`src/logic/occ_pkg.sv`:
```
package occ_pkg;
   // Register byte offsets; oscillator and reference aliases sit at +4, +8, +c
   localparam logic [7:0] OFS_OSC = 8'h00;
   localparam logic [7:0] OFS_REF = 8'h20;
   localparam logic [7:0] OFS_KEY = 8'h40;
   localparam logic [1:0] AL_WR   = 2'h0;
   localparam logic [1:0] AL_CLR  = 2'h1;
   localparam logic [1:0] AL_SET  = 2'h2;
   localparam logic [1:0] AL_INV  = 2'h3;

   // Oscillator control field positions
   localparam int POS_PLL_OUT_DIV = 27;
   localparam int POS_FRC_DIV     = 24;
   localparam int POS_SOSC_RDY    = 22;
   localparam int POS_BUS_RDY     = 21;
   localparam int POS_BUS_DIV     = 19;
   localparam int POS_PLL_MULT    = 16;
   localparam int POS_CUR_OSC     = 12;
   localparam int POS_NEW_OSC     = 8;
   localparam int POS_SEL_LOCK    = 7;
   localparam int POS_USB_LOCK    = 6;
   localparam int POS_SYS_LOCK    = 5;
   localparam int POS_SLEEP       = 4;
   localparam int POS_SOSC_EN     = 1;
   localparam int POS_SWITCH      = 0;
   localparam logic [31:0] OSC_UNIMP = 32'hc080_8800;

   // Reference clock control field positions
   localparam int POS_REF_DIV   = 16;
   localparam int REF_DIV_W     = 15;
   localparam int POS_REF_ON    = 15;
   localparam int POS_DIV_SWEN  = 9;
   localparam int POS_REF_ACT   = 8;
   localparam int POS_REF_SRC   = 0;

   // Reset values
   localparam logic [2:0] RST_PLL_OUT_DIV = 3'h0;
   localparam logic [2:0] RST_FRC_DIV     = 3'h1;
   localparam logic [1:0] RST_BUS_DIV     = 2'h3;
   localparam logic [2:0] RST_PLL_MULT    = 3'h0;
   localparam logic [2:0] RST_OSC         = 3'h0;

   // Unlock keys, values arbitrary
   localparam logic [31:0] KEY_FIRST  = 32'h5a5a_1234;
   localparam logic [31:0] KEY_SECOND = 32'ha5a5_4321;

   // Divisor settling time after a bus divisor change
   localparam int CLK_MHZ      = 40;
   localparam int BUS_SETTLE_NS = 200;
   localparam int BUS_SETTLE_CYC =
      (BUS_SETTLE_NS * CLK_MHZ + 999) / 1000;

   // Fixed multiplier codes
   localparam logic [2:0] MULT_TOP_CODE = 3'h7;
   localparam logic [4:0] MULT_TOP      = 5'h18;
   localparam logic [4:0] MULT_BASE     = 5'h0f;

   typedef struct packed {
      logic [7:0]  addr;
      logic [31:0] wdata;
      logic        we;
      logic        re;
   } occ_bus_req_type;

   typedef enum logic [1:0] {
      KEY_LOCKED = 2'b00,
      KEY_HALF   = 2'b01,
      KEY_OPEN   = 2'b10
   } occ_key_state_type;
endpackage

```
`src/logic/occ_clock_control.sv`:
```
`timescale 1ns/100ps
module occ_clock_control (
   input  wire logic                     clk_sys_i,
   input  wire logic                     rst_i,
   input  wire logic                     ce_i,
   input  wire occ_pkg::occ_bus_req_type bus_i,
   output logic [31:0]                   rdata_o,
   input  wire logic [2:0]               cfg_startup_osc_i,
   input  wire logic [1:0]               cfg_switch_monitor_i,
   input  wire logic                     sec_osc_running_i,
   input  wire logic                     sec_osc_stable_i,
   input  wire logic                     usb_pll_en_i,
   input  wire logic                     usb_pll_lock_i,
   input  wire logic                     usb_pll_timer_done_i,
   input  wire logic                     sys_pll_en_i,
   input  wire logic                     sys_pll_lock_i,
   input  wire logic                     sys_pll_timer_done_i,
   input  wire logic                     switch_done_i,
   input  wire logic                     wait_exec_i,
   output logic [8:0]                    pll_out_div_factor_o,
   output logic [8:0]                    fast_rc_div_factor_o,
   output logic [4:0]                    pll_mult_factor_o,
   output logic [2:0]                    cur_osc_sel_o,
   output logic [2:0]                    new_osc_sel_o,
   output logic                          osc_switch_req_o,
   output logic                          sec_osc_en_o,
   output logic                          periph_bus_clk_en_o,
   output logic                          sleep_req_o,
   output logic                          idle_req_o,
   output logic                          ref_on_o,
   output logic [3:0]                    ref_src_sel_o,
   output logic [14:0]                   ref_divider_o
);

   logic [2:0]  pll_out_div;
   logic [2:0]  fast_rc_div;
   logic [1:0]  bus_clk_divisor;
   logic [2:0]  pll_multiplier;
   logic [2:0]  cur_osc_sel;
   logic [2:0]  new_osc_sel;
   logic        clk_sel_lock;
   logic        sleep_on_wait;
   logic        sec_osc_en;
   logic        osc_switch_en;
   logic        bus_div_ready;
   logic [3:0]  settle_cnt;
   logic [2:0]  pb_cnt;
   logic        strap_done;
   logic        ref_on;
   logic        ref_div_switch_en;
   logic        ref_active;
   logic [3:0]  ref_src_sel;
   logic [14:0] ref_div_pend;
   logic [14:0] ref_divider;
   logic [31:0] osc_word;
   logic [31:0] ref_word;
   logic [31:0] osc_new;
   logic [31:0] ref_new;
   logic        sec_osc_ready;
   logic        usb_pll_locked;
   logic        sys_pll_locked;
   logic        sel_frozen;
   logic        osc_wr;
   logic        ref_wr;
   logic        key_wr;
   occ_pkg::occ_key_state_type key_state;

   // Power-of-two ladder with a jump to 256 at the top code
   function automatic logic [8:0] pow_div(input logic [2:0] code);
      pow_div = (code == 3'h7) ? 9'h100 : (9'h001 << code);
   endfunction

   // Bus clock counter wrap point: divide ratio minus one, 3 bits
   function automatic logic [2:0] pb_wrap(input logic [1:0] code);
      pb_wrap = 3'((4'h1 << code) - 4'h1);
   endfunction

   // Base, clear, set or invert view of one register
   function automatic logic [31:0] alias_apply(
      input logic [31:0] cur,
      input logic [31:0] wd,
      input logic [1:0]  sel);
      case (sel)
         occ_pkg::AL_CLR: alias_apply = cur & ~wd;
         occ_pkg::AL_SET: alias_apply = cur | wd;
         occ_pkg::AL_INV: alias_apply = cur ^ wd;
         default:         alias_apply = wd;
      endcase
   endfunction

   // Block match on the upper address nibble
   function automatic logic hit(input logic [7:0] a,
                                input logic [7:0] base);
      hit = (a[7:4] == base[7:4]) && (a[1:0] == 2'h0);
   endfunction

   // Live status flags
   assign sec_osc_ready  = sec_osc_running_i & sec_osc_stable_i;
   assign usb_pll_locked = usb_pll_en_i &
      (usb_pll_lock_i | usb_pll_timer_done_i);
   assign sys_pll_locked = sys_pll_en_i &
      (sys_pll_lock_i | sys_pll_timer_done_i);
   assign sel_frozen = clk_sel_lock & cfg_switch_monitor_i[1];

   // Register images; unlisted bits stay zero
   always_comb begin
      osc_word = '0;
      osc_word[occ_pkg::POS_PLL_OUT_DIV +: 3] = pll_out_div;
      osc_word[occ_pkg::POS_FRC_DIV +: 3]     = fast_rc_div;
      osc_word[occ_pkg::POS_SOSC_RDY]         = sec_osc_ready;
      osc_word[occ_pkg::POS_BUS_RDY]          = bus_div_ready;
      osc_word[occ_pkg::POS_BUS_DIV +: 2]     = bus_clk_divisor;
      osc_word[occ_pkg::POS_PLL_MULT +: 3]    = pll_multiplier;
      osc_word[occ_pkg::POS_CUR_OSC +: 3]     = cur_osc_sel;
      osc_word[occ_pkg::POS_NEW_OSC +: 3]     = new_osc_sel;
      osc_word[occ_pkg::POS_SEL_LOCK]         = clk_sel_lock;
      osc_word[occ_pkg::POS_USB_LOCK]         = usb_pll_locked;
      osc_word[occ_pkg::POS_SYS_LOCK]         = sys_pll_locked;
      osc_word[occ_pkg::POS_SLEEP]            = sleep_on_wait;
      osc_word[occ_pkg::POS_SOSC_EN]          = sec_osc_en;
      osc_word[occ_pkg::POS_SWITCH]           = osc_switch_en;
      ref_word = '0;
      ref_word[occ_pkg::POS_REF_DIV +: occ_pkg::REF_DIV_W] = ref_div_pend;
      ref_word[occ_pkg::POS_REF_ON]   = ref_on;
      ref_word[occ_pkg::POS_DIV_SWEN] = ref_div_switch_en;
      ref_word[occ_pkg::POS_REF_ACT]  = ref_active;
      ref_word[occ_pkg::POS_REF_SRC +: 4] = ref_src_sel;
   end

   // Write decode, aliases folded in
   assign osc_new = alias_apply(osc_word, bus_i.wdata,
                                bus_i.addr[3:2]);
   assign ref_new = alias_apply(ref_word, bus_i.wdata,
                                bus_i.addr[3:2]);
   assign osc_wr = bus_i.we & hit(bus_i.addr, occ_pkg::OFS_OSC) &
                   (key_state == occ_pkg::KEY_OPEN) & strap_done;
   assign ref_wr = bus_i.we & hit(bus_i.addr, occ_pkg::OFS_REF);
   assign key_wr = bus_i.we & (bus_i.addr == occ_pkg::OFS_KEY);

   // Unlock: two keys in a row open, any other key write closes
   always_ff @(posedge clk_sys_i or posedge rst_i) begin
      if (rst_i) begin
         key_state <= occ_pkg::KEY_LOCKED;
      end else if (ce_i && key_wr) begin
         case (key_state)
            occ_pkg::KEY_LOCKED: key_state <=
               (bus_i.wdata == occ_pkg::KEY_FIRST) ?
               occ_pkg::KEY_HALF : occ_pkg::KEY_LOCKED;
            occ_pkg::KEY_HALF: key_state <=
               (bus_i.wdata == occ_pkg::KEY_SECOND) ?
               occ_pkg::KEY_OPEN : occ_pkg::KEY_LOCKED;
            default: key_state <= occ_pkg::KEY_LOCKED;
         endcase
      end
   end

   // Startup strap is caught on the first enabled edge after release
   always_ff @(posedge clk_sys_i or posedge rst_i) begin
      if (rst_i) begin
         strap_done <= 1'b0;
      end else if (ce_i) begin
         strap_done <= 1'b1;
      end
   end

   // Oscillator control fields
   always_ff @(posedge clk_sys_i or posedge rst_i) begin
      if (rst_i) begin
         pll_out_div    <= occ_pkg::RST_PLL_OUT_DIV;
         fast_rc_div    <= occ_pkg::RST_FRC_DIV;
         pll_multiplier <= occ_pkg::RST_PLL_MULT;
         new_osc_sel    <= occ_pkg::RST_OSC;
         clk_sel_lock   <= 1'b0;
         sleep_on_wait  <= 1'b0;
         sec_osc_en     <= 1'b0;
      end else if (ce_i) begin
         if (!strap_done) begin
            new_osc_sel <= cfg_startup_osc_i;
         end else if (osc_wr) begin
            fast_rc_div   <= osc_new[occ_pkg::POS_FRC_DIV +: 3];
            sleep_on_wait <= osc_new[occ_pkg::POS_SLEEP];
            sec_osc_en    <= osc_new[occ_pkg::POS_SOSC_EN];
            // Lock is one-way while the monitor config allows it
            if (!sel_frozen) begin
               pll_out_div    <= osc_new[occ_pkg::POS_PLL_OUT_DIV +: 3];
               pll_multiplier <= osc_new[occ_pkg::POS_PLL_MULT +: 3];
               new_osc_sel    <= osc_new[occ_pkg::POS_NEW_OSC +: 3];
               clk_sel_lock   <= osc_new[occ_pkg::POS_SEL_LOCK];
            end
         end
      end
   end

   // Switch request and completion; a software set beats the clear
   always_ff @(posedge clk_sys_i or posedge rst_i) begin
      if (rst_i) begin
         cur_osc_sel   <= occ_pkg::RST_OSC;
         osc_switch_en <= 1'b0;
      end else if (ce_i) begin
         if (!strap_done) begin
            cur_osc_sel <= cfg_startup_osc_i;
         end else begin
            if (osc_switch_en && switch_done_i) begin
               cur_osc_sel   <= new_osc_sel;
               osc_switch_en <= 1'b0;
            end
            if (osc_wr && !sel_frozen) begin
               osc_switch_en <= osc_new[occ_pkg::POS_SWITCH];
            end
         end
      end
   end

   // Bus divisor with settle window; ready low while it settles
   always_ff @(posedge clk_sys_i or posedge rst_i) begin
      if (rst_i) begin
         bus_clk_divisor <= occ_pkg::RST_BUS_DIV;
         bus_div_ready   <= 1'b1;
         settle_cnt      <= 4'h0;
      end else if (ce_i) begin
         if (osc_wr && bus_div_ready) begin
            bus_clk_divisor <= osc_new[occ_pkg::POS_BUS_DIV +: 2];
            if (osc_new[occ_pkg::POS_BUS_DIV +: 2] != bus_clk_divisor) begin
               bus_div_ready <= 1'b0;
               settle_cnt <= 4'(occ_pkg::BUS_SETTLE_CYC - 1);
            end
         end else if (settle_cnt != 4'h0) begin
            settle_cnt <= settle_cnt - 4'h1;
         end else begin
            bus_div_ready <= 1'b1;
         end
      end
   end

   // Peripheral bus clock enable; wraps early if divisor shrinks
   always_ff @(posedge clk_sys_i or posedge rst_i) begin
      if (rst_i) begin
         pb_cnt <= 3'h0;
      end else if (ce_i) begin
         if (pb_cnt >= pb_wrap(bus_clk_divisor)) begin
            pb_cnt <= 3'h0;
         end else begin
            pb_cnt <= pb_cnt + 3'h1;
         end
      end
   end
   assign periph_bus_clk_en_o = ce_i &&
      (pb_cnt >= pb_wrap(bus_clk_divisor));

   // Reference clock control; divider held until switch enable while ref_on is set, loaded directly when off
   always_ff @(posedge clk_sys_i or posedge rst_i) begin
      if (rst_i) begin
         ref_on            <= 1'b0;
         ref_div_switch_en <= 1'b0;
         ref_active        <= 1'b0;
         ref_src_sel       <= 4'h0;
         ref_div_pend      <= 15'h0000;
         ref_divider       <= 15'h0000;
      end else if (ce_i) begin
         ref_active <= ref_on;
         if (ref_div_switch_en) begin
            ref_divider       <= ref_div_pend;
            ref_div_switch_en <= 1'b0;
         end
         if (ref_wr) begin
            ref_on      <= ref_new[occ_pkg::POS_REF_ON];
            ref_src_sel <= ref_new[occ_pkg::POS_REF_SRC +: 4];
            ref_div_pend <=
               ref_new[occ_pkg::POS_REF_DIV +: occ_pkg::REF_DIV_W];
            if (!ref_on) begin
               ref_divider <=
                  ref_new[occ_pkg::POS_REF_DIV +: occ_pkg::REF_DIV_W];
            end
            if (ref_new[occ_pkg::POS_DIV_SWEN]) begin
               ref_div_switch_en <= 1'b1;
            end
         end
      end
   end

   // Read port; unmapped offsets answer zero
   always_ff @(posedge clk_sys_i or posedge rst_i) begin
      if (rst_i) begin
         rdata_o <= 32'h0000_0000;
      end else if (ce_i && bus_i.re) begin
         if (hit(bus_i.addr, occ_pkg::OFS_OSC)) begin
            rdata_o <= osc_word;
         end else if (hit(bus_i.addr, occ_pkg::OFS_REF)) begin
            rdata_o <= ref_word;
         end else if (bus_i.addr == occ_pkg::OFS_KEY) begin
            rdata_o <= {31'h0, key_state == occ_pkg::KEY_OPEN};
         end else begin
            rdata_o <= 32'h0000_0000;
         end
      end
   end

   // Wait decode into low-power requests, one pulse each
   always_ff @(posedge clk_sys_i or posedge rst_i) begin
      if (rst_i) begin
         sleep_req_o <= 1'b0;
         idle_req_o  <= 1'b0;
      end else if (ce_i) begin
         sleep_req_o <= wait_exec_i & sleep_on_wait;
         idle_req_o  <= wait_exec_i & ~sleep_on_wait;
      end
   end

   // Decoded ratios registered for the analog side
   always_ff @(posedge clk_sys_i or posedge rst_i) begin
      if (rst_i) begin
         pll_out_div_factor_o <= 9'h001;
         fast_rc_div_factor_o <= 9'h002;
         pll_mult_factor_o    <= occ_pkg::MULT_BASE;
      end else if (ce_i) begin
         pll_out_div_factor_o <= pow_div(pll_out_div);
         fast_rc_div_factor_o <= pow_div(fast_rc_div);
         pll_mult_factor_o <= (pll_multiplier == occ_pkg::MULT_TOP_CODE) ?
            occ_pkg::MULT_TOP :
            occ_pkg::MULT_BASE + {2'h0, pll_multiplier};
      end
   end

   assign cur_osc_sel_o    = cur_osc_sel;
   assign new_osc_sel_o    = new_osc_sel;
   assign osc_switch_req_o = osc_switch_en;
   assign sec_osc_en_o     = sec_osc_en;
   assign ref_on_o         = ref_on;
   assign ref_src_sel_o    = ref_src_sel;
   assign ref_divider_o    = ref_divider;

   property p_unimp_zero;
      @(posedge clk_sys_i) disable iff (rst_i)
      ce_i && bus_i.re && hit(bus_i.addr, occ_pkg::OFS_OSC)
      |=> (rdata_o & occ_pkg::OSC_UNIMP) == 32'h0;
   endproperty
   a_unimp_zero: assert property (p_unimp_zero)
      else $error("unimplemented oscillator bits read nonzero");

   property p_sosc_rdy;
      @(posedge clk_sys_i) disable iff (rst_i)
      ce_i && bus_i.re && hit(bus_i.addr, occ_pkg::OFS_OSC)
      |=> rdata_o[occ_pkg::POS_SOSC_RDY] ==
          $past(sec_osc_running_i && sec_osc_stable_i);
   endproperty
   a_sosc_rdy: assert property (p_sosc_rdy)
      else $error("secondary ready flag wrong");

   property p_usb_lock;
      @(posedge clk_sys_i) disable iff (rst_i)
      ce_i && bus_i.re && hit(bus_i.addr, occ_pkg::OFS_OSC)
      && !usb_pll_en_i |=> !rdata_o[occ_pkg::POS_USB_LOCK];
   endproperty
   a_usb_lock: assert property (p_usb_lock)
      else $error("usb pll lock shown while disabled");

   property p_div_blocked;
      @(posedge clk_sys_i) disable iff (rst_i)
      ce_i && !bus_div_ready |=> $stable(bus_clk_divisor);
   endproperty
   a_div_blocked: assert property (p_div_blocked)
      else $error("bus divisor changed while not ready");

   property p_pb_half;
      @(posedge clk_sys_i) disable iff (rst_i)
      periph_bus_clk_en_o && bus_clk_divisor == 2'h1 ##1 ce_i
      |-> !periph_bus_clk_en_o ##1 (ce_i -> periph_bus_clk_en_o);
   endproperty
   a_pb_half: assert property (p_pb_half)
      else $error("bus clock enable not every second cycle");

   property p_locked_out;
      @(posedge clk_sys_i) disable iff (rst_i)
      ce_i && strap_done && key_state != occ_pkg::KEY_OPEN
      |=> $stable(new_osc_sel) && $stable(sleep_on_wait);
   endproperty
   a_locked_out: assert property (p_locked_out)
      else $error("oscillator field changed without unlock");

   property p_frozen;
      @(posedge clk_sys_i) disable iff (rst_i)
      ce_i && sel_frozen |=> $stable(pll_multiplier) && clk_sel_lock;
   endproperty
   a_frozen: assert property (p_frozen)
      else $error("selection moved while locked");

   property p_switch_copy;
      @(posedge clk_sys_i) disable iff (rst_i)
      ce_i && strap_done && osc_switch_en && switch_done_i
      |=> cur_osc_sel == $past(new_osc_sel);
   endproperty
   a_switch_copy: assert property (p_switch_copy)
      else $error("current oscillator not updated after switch");

   property p_sleep;
      @(posedge clk_sys_i) disable iff (rst_i)
      ce_i && wait_exec_i |=>
      (sleep_req_o == $past(sleep_on_wait)) && (idle_req_o != sleep_req_o);
   endproperty
   a_sleep: assert property (p_sleep)
      else $error("wait mapped to wrong low-power mode");

   property p_ref_hold;
      @(posedge clk_sys_i) disable iff (rst_i)
      ce_i && ref_on && !ref_div_switch_en |=> $stable(ref_divider);
   endproperty
   a_ref_hold: assert property (p_ref_hold)
      else $error("reference divider applied without switch enable");

endmodule // occ_clock_control

```
`config.mk`:
```
export PLATFORM = sky130hd
export DESIGN_NAME = occ_clock_control
export DESIGN_NICKNAME = d
export VERILOG_FILES = /design/src/logic/occ_pkg.sv /design/src/logic/occ_clock_control.sv
export SDC_FILE = /design/constraint.sdc
export NUM_CORES = 1
export LEC_CHECK = 0
export ABC_CLOCK_PERIOD_IN_PS = 3530
export BUFFER_PORTS_ARGS = -buffer_cell sky130_fd_sc_hd__buf_2
export CAP_MARGIN = 20
export CORE_MARGIN = 1
export CORE_UTILIZATION = 51
export DETAILED_ROUTE_END_ITERATION = 10
export GPL_ROUTABILITY_DRIVEN = 0
export MAX_ROUTING_LAYER = met4
export PLACE_DENSITY = 0.82
export REMOVE_ABC_BUFFERS = 1
export SLEW_MARGIN = 20
export SYNTH_ARGS = -nofsm -noshare
export SYNTH_HDL_FRONTEND = slang
export SYNTH_SLANG_ARGS = --single-unit
```
`constraint.sdc`:
```
create_clock -name clk_sys_i -period 3.53 [get_ports clk_sys_i]
set_clock_uncertainty 0.2 [all_clocks]
set_input_delay 0.353 -clock clk_sys_i [delete_from_list [all_inputs] [get_ports clk_sys_i]]
set_output_delay 0.353 -clock clk_sys_i [all_outputs]
set_load 0.005 [all_outputs]
```
Yosys cells after proc, flatten, opt, wreduce, memory -nomap -nowiden
Cells that the tools add are included.
{"block": "word_totals", "regBits": 126, "input_bits": 60, "word_cells": 129}
{"block": "op_classes", "addsub": 4, "n_lt_le_gt_ge": 1, "eq_ne": 18, "n_shift": 3, "mux": 30, "bitwise": 22, "reduce_logical": 24}
{"op": "31-bit one-hot mux with 3 select lines", "n": 1}
{"op": "30-bit one-hot mux with 3 select lines", "n": 1}
{"op": "31-bit 2-to-1 mux", "n": 2}
{"op": "15-bit 2-to-1 mux", "n": 3}
{"op": "32-bit by 31-bit equality test with 1-bit output, second input constant", "n": 1}
{"op": "32-bit equality test, second input constant", "n": 1}
{"op": "31-bit AND", "n": 1}
{"op": "31-bit inverter", "n": 1}
{"op": "31-bit bitwise OR", "n": 1}
{"op": "31-bit bitwise XOR", "n": 1}
{"op": "30-bit AND", "n": 1}
{"op": "30-bit bitwise OR", "n": 1}
{"op": "30-bit bitwise XOR", "n": 1}
{"op": "3-bit 2-to-1 mux", "n": 6}
{"op": "9-bit 2-to-1 mux", "n": 2}
{"op": "1-bit by 3-bit << shifter with 9-bit output, first input constant", "n": 2}
{"op": "3-bit AND reduction", "n": 5}
{"op": "4-bit 2-to-1 mux", "n": 3}
{"op": "1-bit AND", "n": 11}
{"op": "3-bit equality test, second input constant", "n": 3}
{"op": "1-bit 2-to-1 mux", "n": 9}
{"op": "8-bit by 7-bit equality test with 1-bit output, second input constant", "n": 1}
{"op": "1-bit logical AND", "n": 8}
{"op": "2-bit equality test, second input constant", "n": 3}
{"op": "23 further kinds", "n": 33}

Logic depth before layout (Yosys ltp)
Gate-level depths: netlist (run 1).
{"block": "depth", "ltp_word": 8, "ltp_mapped": 8, "ltp_nobuf": 8}

Least setup slack after synthesis (run 1)
Ideal clock, no wire load.
{"block": "synth_path", "kind": "input to register", "from": "input bus_i[37] (netlist bit)", "to": "register ref_divider[2], in the netlist ref_divider_o[2]", "setup_time_ns": 0.126, "arrival_time_ns": 1.841, "path_slack_ns": 1.363, "cell_stages": 5, "cell_sequence": "buf_2 buf_2 clkbuf_1 mux4_2 a221o_1"}
{"block": "synth_via", "elab_chain_cells": 4}
{"item": "start: declaration", "line": "occ_clock_control.sv:6", "text": "input wire occ_pkg::occ_bus_req_type bus_i,"}
{"item": "2-bit equality test / 2-bit by 1-bit equality test with 1-bit output (equally long branches)", "line": "occ_clock_control.sv:83", "text": "case (sel)"}
{"item": "31-bit one-hot mux with 3 select lines *", "line": "occ_clock_control.sv:83"}
{"item": "15-bit 2-to-1 mux *", "line": "occ_clock_control.sv:270", "text": "if (!ref_on) begin"}
{"item": "15-bit 2-to-1 mux *", "line": "occ_clock_control.sv:265", "text": "if (ref_wr) begin"}
{"item": "end signal: assignment", "line": "occ_clock_control.sv:262", "text": "ref_divider <= ref_div_pend;"}
{"item": "end signal: assignment", "line": "occ_clock_control.sv:271", "text": "ref_divider <="}
{"item": "end: declaration", "line": "occ_clock_control.sv:54", "text": "logic [14:0] ref_divider;"}
Every way passes the cells marked *; elsewhere a longest branch is shown, timed or not.
A chain may end at the register's enable or synchronous reset.

Worst setup path after layout (run 1)
{"block": "layout_path", "from": "register bus_clk_divisor[1]", "to": "output periph_bus_clk_en_o"}
{"block": "layout_via", "elab_chain_cells": 4}
{"item": "start: declaration", "line": "occ_clock_control.sv:37", "text": "logic [1:0] bus_clk_divisor;"}
{"item": "start signal: assignment", "line": "occ_clock_control.sv:217", "text": "bus_clk_divisor <= occ_pkg::RST_BUS_DIV;"}
{"item": "start signal: assignment", "line": "occ_clock_control.sv:222", "text": "bus_clk_divisor <= osc_new[occ_pkg::POS_BUS_DIV +: 2];"}
{"item": "1-bit by 2-bit << shifter with 3-bit output", "line": "occ_clock_control.sv:75", "text": "pb_wrap = 3'((4'h1 << code) - 4'h1);"}
{"item": "3-bit by 1-bit subtractor with 3-bit output", "line": "occ_clock_control.sv:75"}
{"item": "3-bit greater-or-equal comparator", "line": "occ_clock_control.sv:248", "text": "(pb_cnt >= pb_wrap(bus_clk_divisor));"}
{"item": "1-bit logical AND", "line": "occ_clock_control.sv:247", "text": "assign periph_bus_clk_en_o = ce_i &&"}
{"item": "end: declaration", "line": "occ_clock_control.sv:27", "text": "output logic periph_bus_clk_en_o,"}
Every way passes these cells.

==> flow_summary.toml, run 1 <==
[clocking]
htree_levels = 4
hold_buffers = 4
cts_setup_buffers = 0
clock_latency_ps = 430
clock_path_buffers = 2
cts_made_buffers = 17
cts_resized = 0
cts-root-buf = "clkbuf_16"
cts_sinks = 122
cts_tree = "yes"
cts.clk_slew.worst_paths_ps = 60

[sta]
setup_viol = 0
fmax_mhz = 366
hold_ws_ps = 46.2
fin_crit_sh_pct = 77.4
timing.final.crit_period_ps = 2730
tightest_slew_ps = 815
final_hold_viol_count = 0
rsz0062_at_grt = "no"
finalMaxSlewViolations = 0
setup_slack_ps = 798
relSlewSlack_pct = 45.6

[die]
num_io_pins = 146
fp-row-count = 44
core_area_sq_um = 14600
die_y_microns = 125
die_area_sq_um = 15500
initial_core_util_pct = 52.5
dieWidth_microns = 125

[route]
num_vias = 6380
wl_met2_microns = 9560
wl_met1_microns = 8580
ant_nets = 0
highest_layer = "met4"
drt_iter0_markers = 446
wl_per_cell_microns = 18.2
met3RoutedLength_microns = 1460
drc = 0
dr.pass1.iters = 5
drt-total-wl_microns = 20100
routed_via_density = 5.78

[cells_and_area]
area_growth_syn_to_layout_pct = 19.7
drive_gt1_share_pct = 28.3
nNetsFinal = 1050
final_core_util_pct = 62.9

[logic_synthesis]
syn_area_per_cell_sq_um = 9.95
yosysSeqAreaShare_pct = 40.0
yosysUniqueCellTypes = 49
syn_area_sq_um = 7660
yosysWarnings = 0
syn_inst = 770
synthArstFlopShare_pct = 100
netlist_top_cells_area = "dfrtp_1 37%, ha_1 14%, mux4_2 6.8%"
synth_top_flop_cell = "dfrtp_1"
synth_edf_count = 0
synth_top_area_share_pct = 36.6
synth_top_area_cell = "dfrtp_1"
synth-seq-cells = 122

[global_routing]
grt_pass1_wl_microns = 32100
grt_max_degree = 62
grt_overflow_total = 0
grt_pass1_vias = 6230
grt_util_all_layers_pct = 27.5
antenna_found_initial = 1

[worst_hold_path]
min_path_type = "in2reg"

[placed_design]
pre_cts_slack_ps = 975
io_buffers = 140
dpl.hpwl_microns = 14000

[setup_path]
crit_path_end_kind = "output port"
path_class = "reg2out"
cp_max_fo = 5
arrival_ps = 2180
cp.required_ps = 2980
startpoint_type = "register"

[run_status]
outcome = "finished clean"

[job]
maxCapViolCount = 0

[power]
total_leakage_power_uw = 0.00454
power_uw = 3820
p_per_area_nw_per_um2 = 417
peakVddDrop_mv = 0.363
## worst max-delay path, cell delays in order, from the launching register on
cell and delay, ps:
dfstp_2 560, inv_1 100, nand2_1 70, ha_1 220, nand2b_1 140, a21o_1 170, a21o_1 210, and2_1 160
buf_2 120
## kinds of logic (layout without fill, tap and decap cells)
kind of cell               Yosys count  in the layout  synth area share, %
DFF                                122            122                 40.0
other                                1              5               0.0489
AOI/OAI and AO/OA                  164            164                 14.6
muxes                               65             65                 12.8
buffers and inverters              143            289                 7.51
and+or+nand+nor                    189            189                 11.1
xor gates and xnor gates             2              2                0.229
adders and majority gates           84             84                 13.7
## metrics by stage
stage	cells	area [sq um]	setup TNS [ps]
floorplan	727	7460	-27890
global placement	1067	8530	0
detailed placement	1067	8530	0
CTS	1103	9170	0
global route	1104	9170	0
finish	1104	9170	0
## per-layer routing
layer  vias to the layer above  GRT usage, %
met5                         -             -
met4                         0          12.0
met3                        42          6.06
met2                       265          42.8
met1                      3089          34.5
li1                       2984             -
## cell type report
| type | count | area [sq um] |
|---|---|---|
| Antenna cell | 1 | 2.50 |
| Clock buffer | 25 | 505 |
| Clock inverter | 7 | 90.1 |
| Fill cell | 1178 | 5420 |
| Inverter | 97 | 367 |
| Multi-Input combinational cell | 508 | 4040 |
| Sequential cell | 122 | 3070 |
| Tap cell | 184 | 230 |
| Timing Repair Buffer | 160 | 873 |
## where the power goes
part	internal, uW	switching (uW)	leakage (uW)	total [uW]
combinational	236	279	0.00268	515
clock	1130	626	0.000289	1750
sequential	1480	74.7	0.00157	1550
total	2840	980	0.00454	3820
## state kept, by name, summed over array words and instances, names as in the netlist, 2 cells and up
register and count:
ref_divider_o 15, key_state 2, pll_out_div_factor_o 8, bus_clk_divisor 2, pll_mult_factor_o 5, new_osc_sel_o 3
pll_out_div 3, ref_div_pend 15, ref_src_sel_o 4, settle_cnt 4, fast_rc_div_factor_o 8, pb_cnt 3
pll_multiplier 3, fast_rc_div 3, rdata_o 30, cur_osc_sel_o 3
## worst paths after layout
path                                                start                          endpoint  slack (ps)  cells past startpoint
max                        bus_clk_divisor[1]$_DFFE_PP1P_               periph_bus_clk_en_o         800                      8
min in group asynchronous                           rst_i            rdata_o[4]$_DFFE_PP0P_         430                      3
min                                  cfg_startup_osc_i[0]      cur_osc_sel_o[0]$_DFFE_PP0P_          50                      3
min reg2reg                        rdata_o[6]$_DFFE_PP0P_            rdata_o[6]$_DFFE_PP0P_         270                      2
max reg2reg                bus_clk_divisor[1]$_DFFE_PP1P_         settle_cnt[1]$_DFFE_PP0P_        1150                      6
max in group asynchronous                           rst_i  pll_mult_factor_o[0]$_DFFE_PP1P_        1800                      4
## Yosys cell counts, types with 2 or more instances
cell type and n:
mux4_2 23, mux2_2 32, dfstp_2 10, a22oi_1 15, nor3_1 27, xnor2_1 2
nand3_1 10, nand2_1 80, a211oi_1 18, dfrtp_1 112, o22ai_1 3, or2_2 2
clkbuf_1 29, nor2_1 43, and2_1 3, buf_2 7, o32ai_1 4, o21ai_0 41
inv_1 97, a31o_2 2, and3_1 2, a221o_1 15, a22o_1 3, a21o_1 3
mux2i_1 10, buf_4 6, o2bb2ai_1 14, nor4_1 5, ha_1 84, a21oi_1 30
buf_1 3, a31oi_1 5, o31ai_1 6, nor2b_1 2, nand4_1 7, and4_1 2
## cell usage in the layout, fill, tap and decap left out, types with 14 or more instances in the layout
master	Yosys	layout
mux2_2	32	32
a211oi_1	18	18
nand2_1	80	79
a221o_1	15	15
o2bb2ai_1	14	14
o21ai_0	41	41
clkbuf_16	0	17
ha_1	84	84
inv_1	97	96
buf_4	6	15
a22oi_1	15	15
a21oi_1	30	30
nor3_1	27	27
buf_2	7	140
mux4_2	23	23
dfrtp_1	112	112
nor2_1	43	43
Note: power is estimated with default switching activity, not from simulation.
==> run 2, diff against run 1 <==
--- a/config.mk
+++ b/config.mk
@@ -5,7 +5,7 @@
 export SDC_FILE = /design/constraint.sdc
 export NUM_CORES = 1
 export LEC_CHECK = 0
-export ABC_CLOCK_PERIOD_IN_PS = 3530
+export ABC_CLOCK_PERIOD_IN_PS = 2400
 export BUFFER_PORTS_ARGS = -buffer_cell sky130_fd_sc_hd__buf_2
 export CAP_MARGIN = 20
 export CORE_MARGIN = 1
==> constraint.sdc (replaced) <==
create_clock -name clk_sys_i -period 2.4 [get_ports clk_sys_i]
set_clock_uncertainty 0.2 [all_clocks]
set_input_delay 0.24 -clock clk_sys_i [delete_from_list [all_inputs] [get_ports clk_sys_i]]
set_output_delay 0.24 -clock clk_sys_i [all_outputs]
set_load 0.005 [all_outputs]
==> run 2 against run 1 <==
  * The flow now finishes with violations (negative setup slack)
  * Core utilization rose by 2.2 points
  * First-iteration DRC count fell by 2.2%
  * Via count rose by 1.8%
  * Highest routed layer unchanged
==> flow_summary.toml, run 2 (synthesis results as in run 1) <==
[cells_and_area]
largest_reg_flops = 30
nNetsFinal = 1077
drive_gt1_share_pct = 30.4
fin_area_sq_um = 9490
largest-register = "rdata_o"
final_cell_mix = "140 x buf_2, 112 x dfrtp_1, 94 x inv_1"
area_growth_syn_to_layout_pct = 23.8
fin_cells = 1131
n_fill_cell = 1151
final_common_cell = "buf_2"

[setup_path]
startpoint_type = "register"
r2r_start = "bus_clk_divisor[1]$_DFFE_PP1P_"
arrival_ps = 2000
worstSetupEndpoint = "periph_bus_clk_en_o"
path_cells = "inv_2 > nand2_2 > ha_4 > nand2b_4 > a21o_1 > a21o_1 > and2_1 > buf_2"
rr_endpoint = "settle_cnt[3]$_DFFE_PP0P_"
crit_start = "bus_clk_divisor[1]$_DFFE_PP1P_"
cpMaxStageDelayCell = "dfstp_2"
crit_path_end_kind = "output port"
crit_cells = 8
ff2ff_setup_slack_ps = 40
cpMostUsedCell = "a21o_1"
worst_path_largest_cell_delay_ps = 540
crit_family = "flip-flops"
cp_max_fo = 2
cp.required_ps = 1960
reg2reg_depth = 7
crit_buf_inv = 2
path_class = "reg2out"

[route]
ant_nets = 0
drc = 0
routed_via_density = 5.75
dr.pass1.iters = 7
num_vias = 6498
drt-total-wl_microns = 20700
wl_per_cell_microns = 18.3
drt_iter0_markers = 436

[clocking]
cts_sinks = 122
clock_path_buffers = 2
htree_levels = 4
cts-root-buf = "clkbuf_16"
cts.clk_slew.worst_paths_ps = 60
clock_latency_ps = 430
cts_tree = "yes"
cts_made_buffers = 17

[sta]
setup_slack_ps = -43.0
finalMaxSlewViolations = 0
timing.final.crit_period_ps = 2440
hold_ws_ps = 43.2
tightest_slew_ps = 583
rsz0062_at_grt = "yes"
relSlewSlack_pct = 61.1
fin_crit_sh_pct = 102
fin_tns_setup_ps = -43.0
fmax_mhz = 409
setup_viol = 1
final_hold_viol_count = 0

[power]
p_switching_uw = 1460
peakVddDrop_mv = 0.530
swShare_pct = 25.8
power_uw = 5660
combPwrFrac_pct = 14.0
intPower_uw = 4200
total_leakage_power_uw = 0.00471
pwr-share-clk_pct = 45.7
p_per_area_nw_per_um2 = 597
power_frac_seq_pct = 40.3

[job]
maxCapViolCount = 0

[die]
num_io_pins = 146
dieWidth_microns = 125
die_y_microns = 125
die_area_sq_um = 15500
initial_core_util_pct = 52.5
fp-row-count = 44
core_area_sq_um = 14600

[global_routing]
grt_pass1_wl_microns = 33500
grt_pass1_vias = 6506
antenna_found_initial = 1
grt_max_degree = 61
grt_overflow_total = 0
grt_util_all_layers_pct = 28.6

[placed_design]
placed_area_sq_um = 8670
dpl.hpwl_microns = 14500
dpl.cell_count = 1080
io_buffers = 140

[worst_hold_path]
min_path_type = "in2reg"

[run_status]
outcome = "finished, violations left"
violations = "negative setup slack"
==> run 2: worst min path at each step <==
stage / depth (start not counted) / slack [ps] / endpoint / startpoint
final: 3 / 40 / rdata_o[0]$_DFFE_PP0P_ / bus_i[40]
after global routing: 3 / 80 / rdata_o[0]$_DFFE_PP0P_ / bus_i[40]
after CTS: 3 / 40 / rdata_o[0]$_DFFE_PP0P_ / bus_i[40]
after detailed placement: 2 / 50 / rdata_o[1]$_DFFE_PP0P_ / rst_i
after global placement: 2 / 40 / rdata_o[1]$_DFFE_PP0P_ / rst_i
after floorplan: 1 / 100 / pll_out_div_factor_o[0]$_DFFE_PP1P_ / ce_i
==> run 2: worst reg2reg max path, stage by stage, from the launching register on <==
cell     delay (ps)
dfstp_2         540
inv_2            50
buf_6           120
ha_1            280
mux4_2          530
xnor2_2         240
nor2_4           80
a31o_2          230
==> run 2: final cells by class <==
type / count / area, sq um / area share (%)
Timing Repair Buffer: 187 / 1140 / 12.0
Clock buffer: 25 / 505 / 5.33
Inverter: 97 / 367 / 3.86
Multi-Input combinational cell: 508 / 4090 / 43.1
Tap cell: 184 / 230 / 2.43
Antenna cell: 1 / 2.50 / 0.0264
Sequential cell: 122 / 3070 / 32.3
Clock inverter: 7 / 87.6 / 0.923
==> run 2: through the flow <==
stage | utilization [%] | worst slack, ps
5_1_grt | 65.0 | -118
3_5_place_dp | 59.4 | 59.6
2_1_floorplan | - | -1270
6_report | 65.0 | -43.0
4_1_cts | 64.7 | -68.6
3_3_place_gp | 59.4 | 109
==> run 2: timing repair <==
action                                  in CTS  in global routing
resized for setup                            4                  7
hold endpoints to repair                    97                  0
hold buffers                                12                  0
pin swaps                                    3                  2
endpoints found under the setup margin       1                  4
setup buffers                                6                  1
==> run 2: layer usage <==
layer	vias to the layer above	global-route usage [%]	part of all wire (%)
met5	-	-	0
met4	0	15.0	3.1
met3	48	5.37	7.1
met2	273	44.5	48
met1	3139	35.4	41
li1	3038	-	-
==> run 2: power groups by stage <==
stage,clock network [uW],registers [uW],logic [uW]
4_1_cts,2610,2280,787
5_1_grt,2710,2300,881
3_5_place_dp,0,2310,765
2_1_floorplan,0,2290,452
3_3_place_gp,0,2310,725
6_report,2590,2280,793
==> run 3, diff against run 2 <==
--- a/config.mk
+++ b/config.mk
@@ -13,7 +13,7 @@
 export DETAILED_ROUTE_END_ITERATION = 10
 export GPL_ROUTABILITY_DRIVEN = 0
 export MAX_ROUTING_LAYER = met4
-export PLACE_DENSITY = 0.82
+export PLACE_DENSITY = 0.74
 export REMOVE_ABC_BUFFERS = 1
 export SLEW_MARGIN = 20
 export SYNTH_ARGS = -nofsm -noshare
==> run 3 against run 2 <==
  * The run still ends with negative setup slack left
  * Fmax fell by 1.2%
  * Total power decreased by 1.3%
  * Die area unchanged
  * Count of clock-buffer cells in the layout down 7
  * Critical path depth unchanged
  * Final cell count increased by 0.18%
  * Sequential cell count unchanged
  * Global-route usage fell by 1.0 points
  * Sequential power about the same
  * Critical endpoint unchanged
  * Critical path type unchanged
  * Register-to-register slack better by 50 ps
  * Non-clock buffer count grew 2
  * Worst hold slack got worse by 6.7 ps
==> flow_summary.toml, run 3 (synthesis results as in run 1) <==
[run_status]
outcome = "finished, violations left"
violations = "negative setup slack"

[global_routing]
grt_pass1_vias = 6365
use_met2_pct = 41.1
grt_pass1_wl_microns = 32700
grt_max_degree = 61
grt_overflow_total = 0
met1_usage_pct = 37.2
antenna_found_initial = 1
grtUsageMet3_pct = 5.11
grt-busiest-layer = "met2"
grt_util_all_layers_pct = 27.5

[worst_hold_path]
holdPathStages = 3
min_path_type = "in2reg"
hold_end = "rdata_o[0]$_DFFE_PP0P_"
min_from = "bus_i[40]"

[power]
combPwrFrac_pct = 14.0
p_per_area_nw_per_um2 = 590
total_leakage_power_uw = 0.00470
power_frac_seq_pct = 40.8
pwr-share-clk_pct = 45.2
swShare_pct = 26.7
peakVddDrop_mv = 0.601
intPower_uw = 4100
p_switching_uw = 1500

[route]
wl_per_cell_microns = 17.7
ant_nets = 0
dr.pass1.iters = 5
drc = 0
drt-total-wl_microns = 20000
num_vias = 6539
routed_via_density = 5.77
drt_iter0_markers = 419

[setup_path]
reg2reg_depth = 7
path_class = "reg2out"
r2r_start = "bus_clk_divisor[1]$_DFFE_PP1P_"
arrival_ps = 2030
cp.required_ps = 1960
rr_endpoint = "settle_cnt[2]$_DFFE_PP0P_"
cp_max_fo = 3
crit_path_end_kind = "output port"
startpoint_type = "register"
ff2ff_setup_slack_ps = 90

[cells_and_area]
final_cell_mix = "139 x buf_2, 112 x dfrtp_1, 94 x inv_1"
area_growth_syn_to_layout_pct = 23.7
final_common_cell = "buf_2"
drive_gt1_share_pct = 30.6
nNetsFinal = 1079
final_core_util_pct = 65.0
largest_reg_flops = 30
largest-register = "rdata_o"

[die]
die_area_sq_um = 15500
core_area_sq_um = 14600
initial_core_util_pct = 52.5
fp-row-count = 44
dieWidth_microns = 125
die_y_microns = 125
num_io_pins = 146

[sta]
relSlewSlack_pct = 58.7
rsz0062_at_grt = "yes"
finalMaxSlewViolations = 0
setup_slack_ps = -72.1
tightest_slew_ps = 618
hold_ws_ps = 36.5
final_hold_viol_count = 0
fin_crit_sh_pct = 103
timing.final.crit_period_ps = 2470
fmax_mhz = 405
setup_viol = 1

[clocking]
clock_latency_ps = 420
cts_sinks = 122
cts.clk_slew.worst_paths_ps = 60
cts_tree = "yes"
clock_path_buffers = 2
cts_made_buffers = 17
htree_levels = 4
cts-root-buf = "clkbuf_16"

[placed_design]
io_buffers = 140
pre_cts_slack_ps = 44.3
dpl.hpwl_microns = 14200

[job]
maxCapViolCount = 0
run 3: changes by cell type in the layout (fill, tap and decap cells not counted), sizes merged:
cell / before / now
buf: 175 / 177
clkbuf: 25 / 18
clkinv: 4 / 9
clkinvlp: 1 / 3
run 3: metal layers:
| layer | vias to the layer above | routed length [microns] |
|---|---|---|
| met1 | 3241 | 9220 |
| met4 | 0 | 414 |
| met5 | - | 0 |
| met3 | 32 | 1200 |
| met2 | 229 | 9170 |
| li1 | 3037 | - |
run 3: repair_timing:
action / CTS / global route
pin swaps: 5 / 4
hold endpoints to repair: 125 / 0
setup buffers: 7 / 1
endpoints found under the setup margin: 1 / 6
hold buffers: 12 / 0
cloned: 0 / 0
gates resized for setup: 4 / 3
run 3: stage by stage:
stage / cell area [sq um] / total power, uW / cells / TNS [ps]
after floorplan: 7460 / 2740 / 727 / -153900
after global placement: 8680 / 3040 / 1080 / 0
after detailed placement: 8680 / 3080 / 1080 / 0
after CTS: 9460 / 5630 / 1131 / -47.5
after global routing: 9480 / 5840 / 1133 / -127
final: 9480 / 5590 / 1133 / -72.1
run 3: area by class of cell:
type | count | area (sq um)
fillers | 1142 | 5110
multi-input cells | 508 | 4060
flip-flops and latches | 122 | 3070
repair buffers | 189 | 1170
clock buffers | 18 | 439
inverters | 97 | 367
well taps | 184 | 230
clock inverters | 14 | 150
diodes | 1 | 2.50
run 3: worst max path at each step:
stage / from / end / cells after the start
finish: bus_clk_divisor[1]$_DFFE_PP1P_ / periph_bus_clk_en_o / 8
global route: bus_clk_divisor[1]$_DFFE_PP1P_ / periph_bus_clk_en_o / 8
CTS: bus_clk_divisor[1]$_DFFE_PP1P_ / periph_bus_clk_en_o / 8
detailed placement: bus_clk_divisor[1]$_DFFE_PP1P_ / settle_cnt[2]$_DFFE_PP0P_ / 6
global placement: bus_clk_divisor[1]$_DFFE_PP1P_ / settle_cnt[2]$_DFFE_PP0P_ / 6
floorplan: rst_i / clk_sel_lock$_DFFE_PP0P_ / 1
run 3: worst max-delay path: stages, from the launching register on:
cell and delay (ps):
dfstp_2 540, inv_2 50, nand2_1 50, ha_1 220, nand2b_4 140, a21o_1 170
a21o_1 190, and2_4 140, buf_6 100
run 3: power groups by stage:
stage | clock, uW | sequential (uW) | combinational, uW
CTS | 2570 | 2280 | 782
floorplan | 0 | 2290 | 452
detailed placement | 0 | 2310 | 762
finish | 2530 | 2280 | 782
global route | 2660 | 2300 | 882
global placement | 0 | 2310 | 731
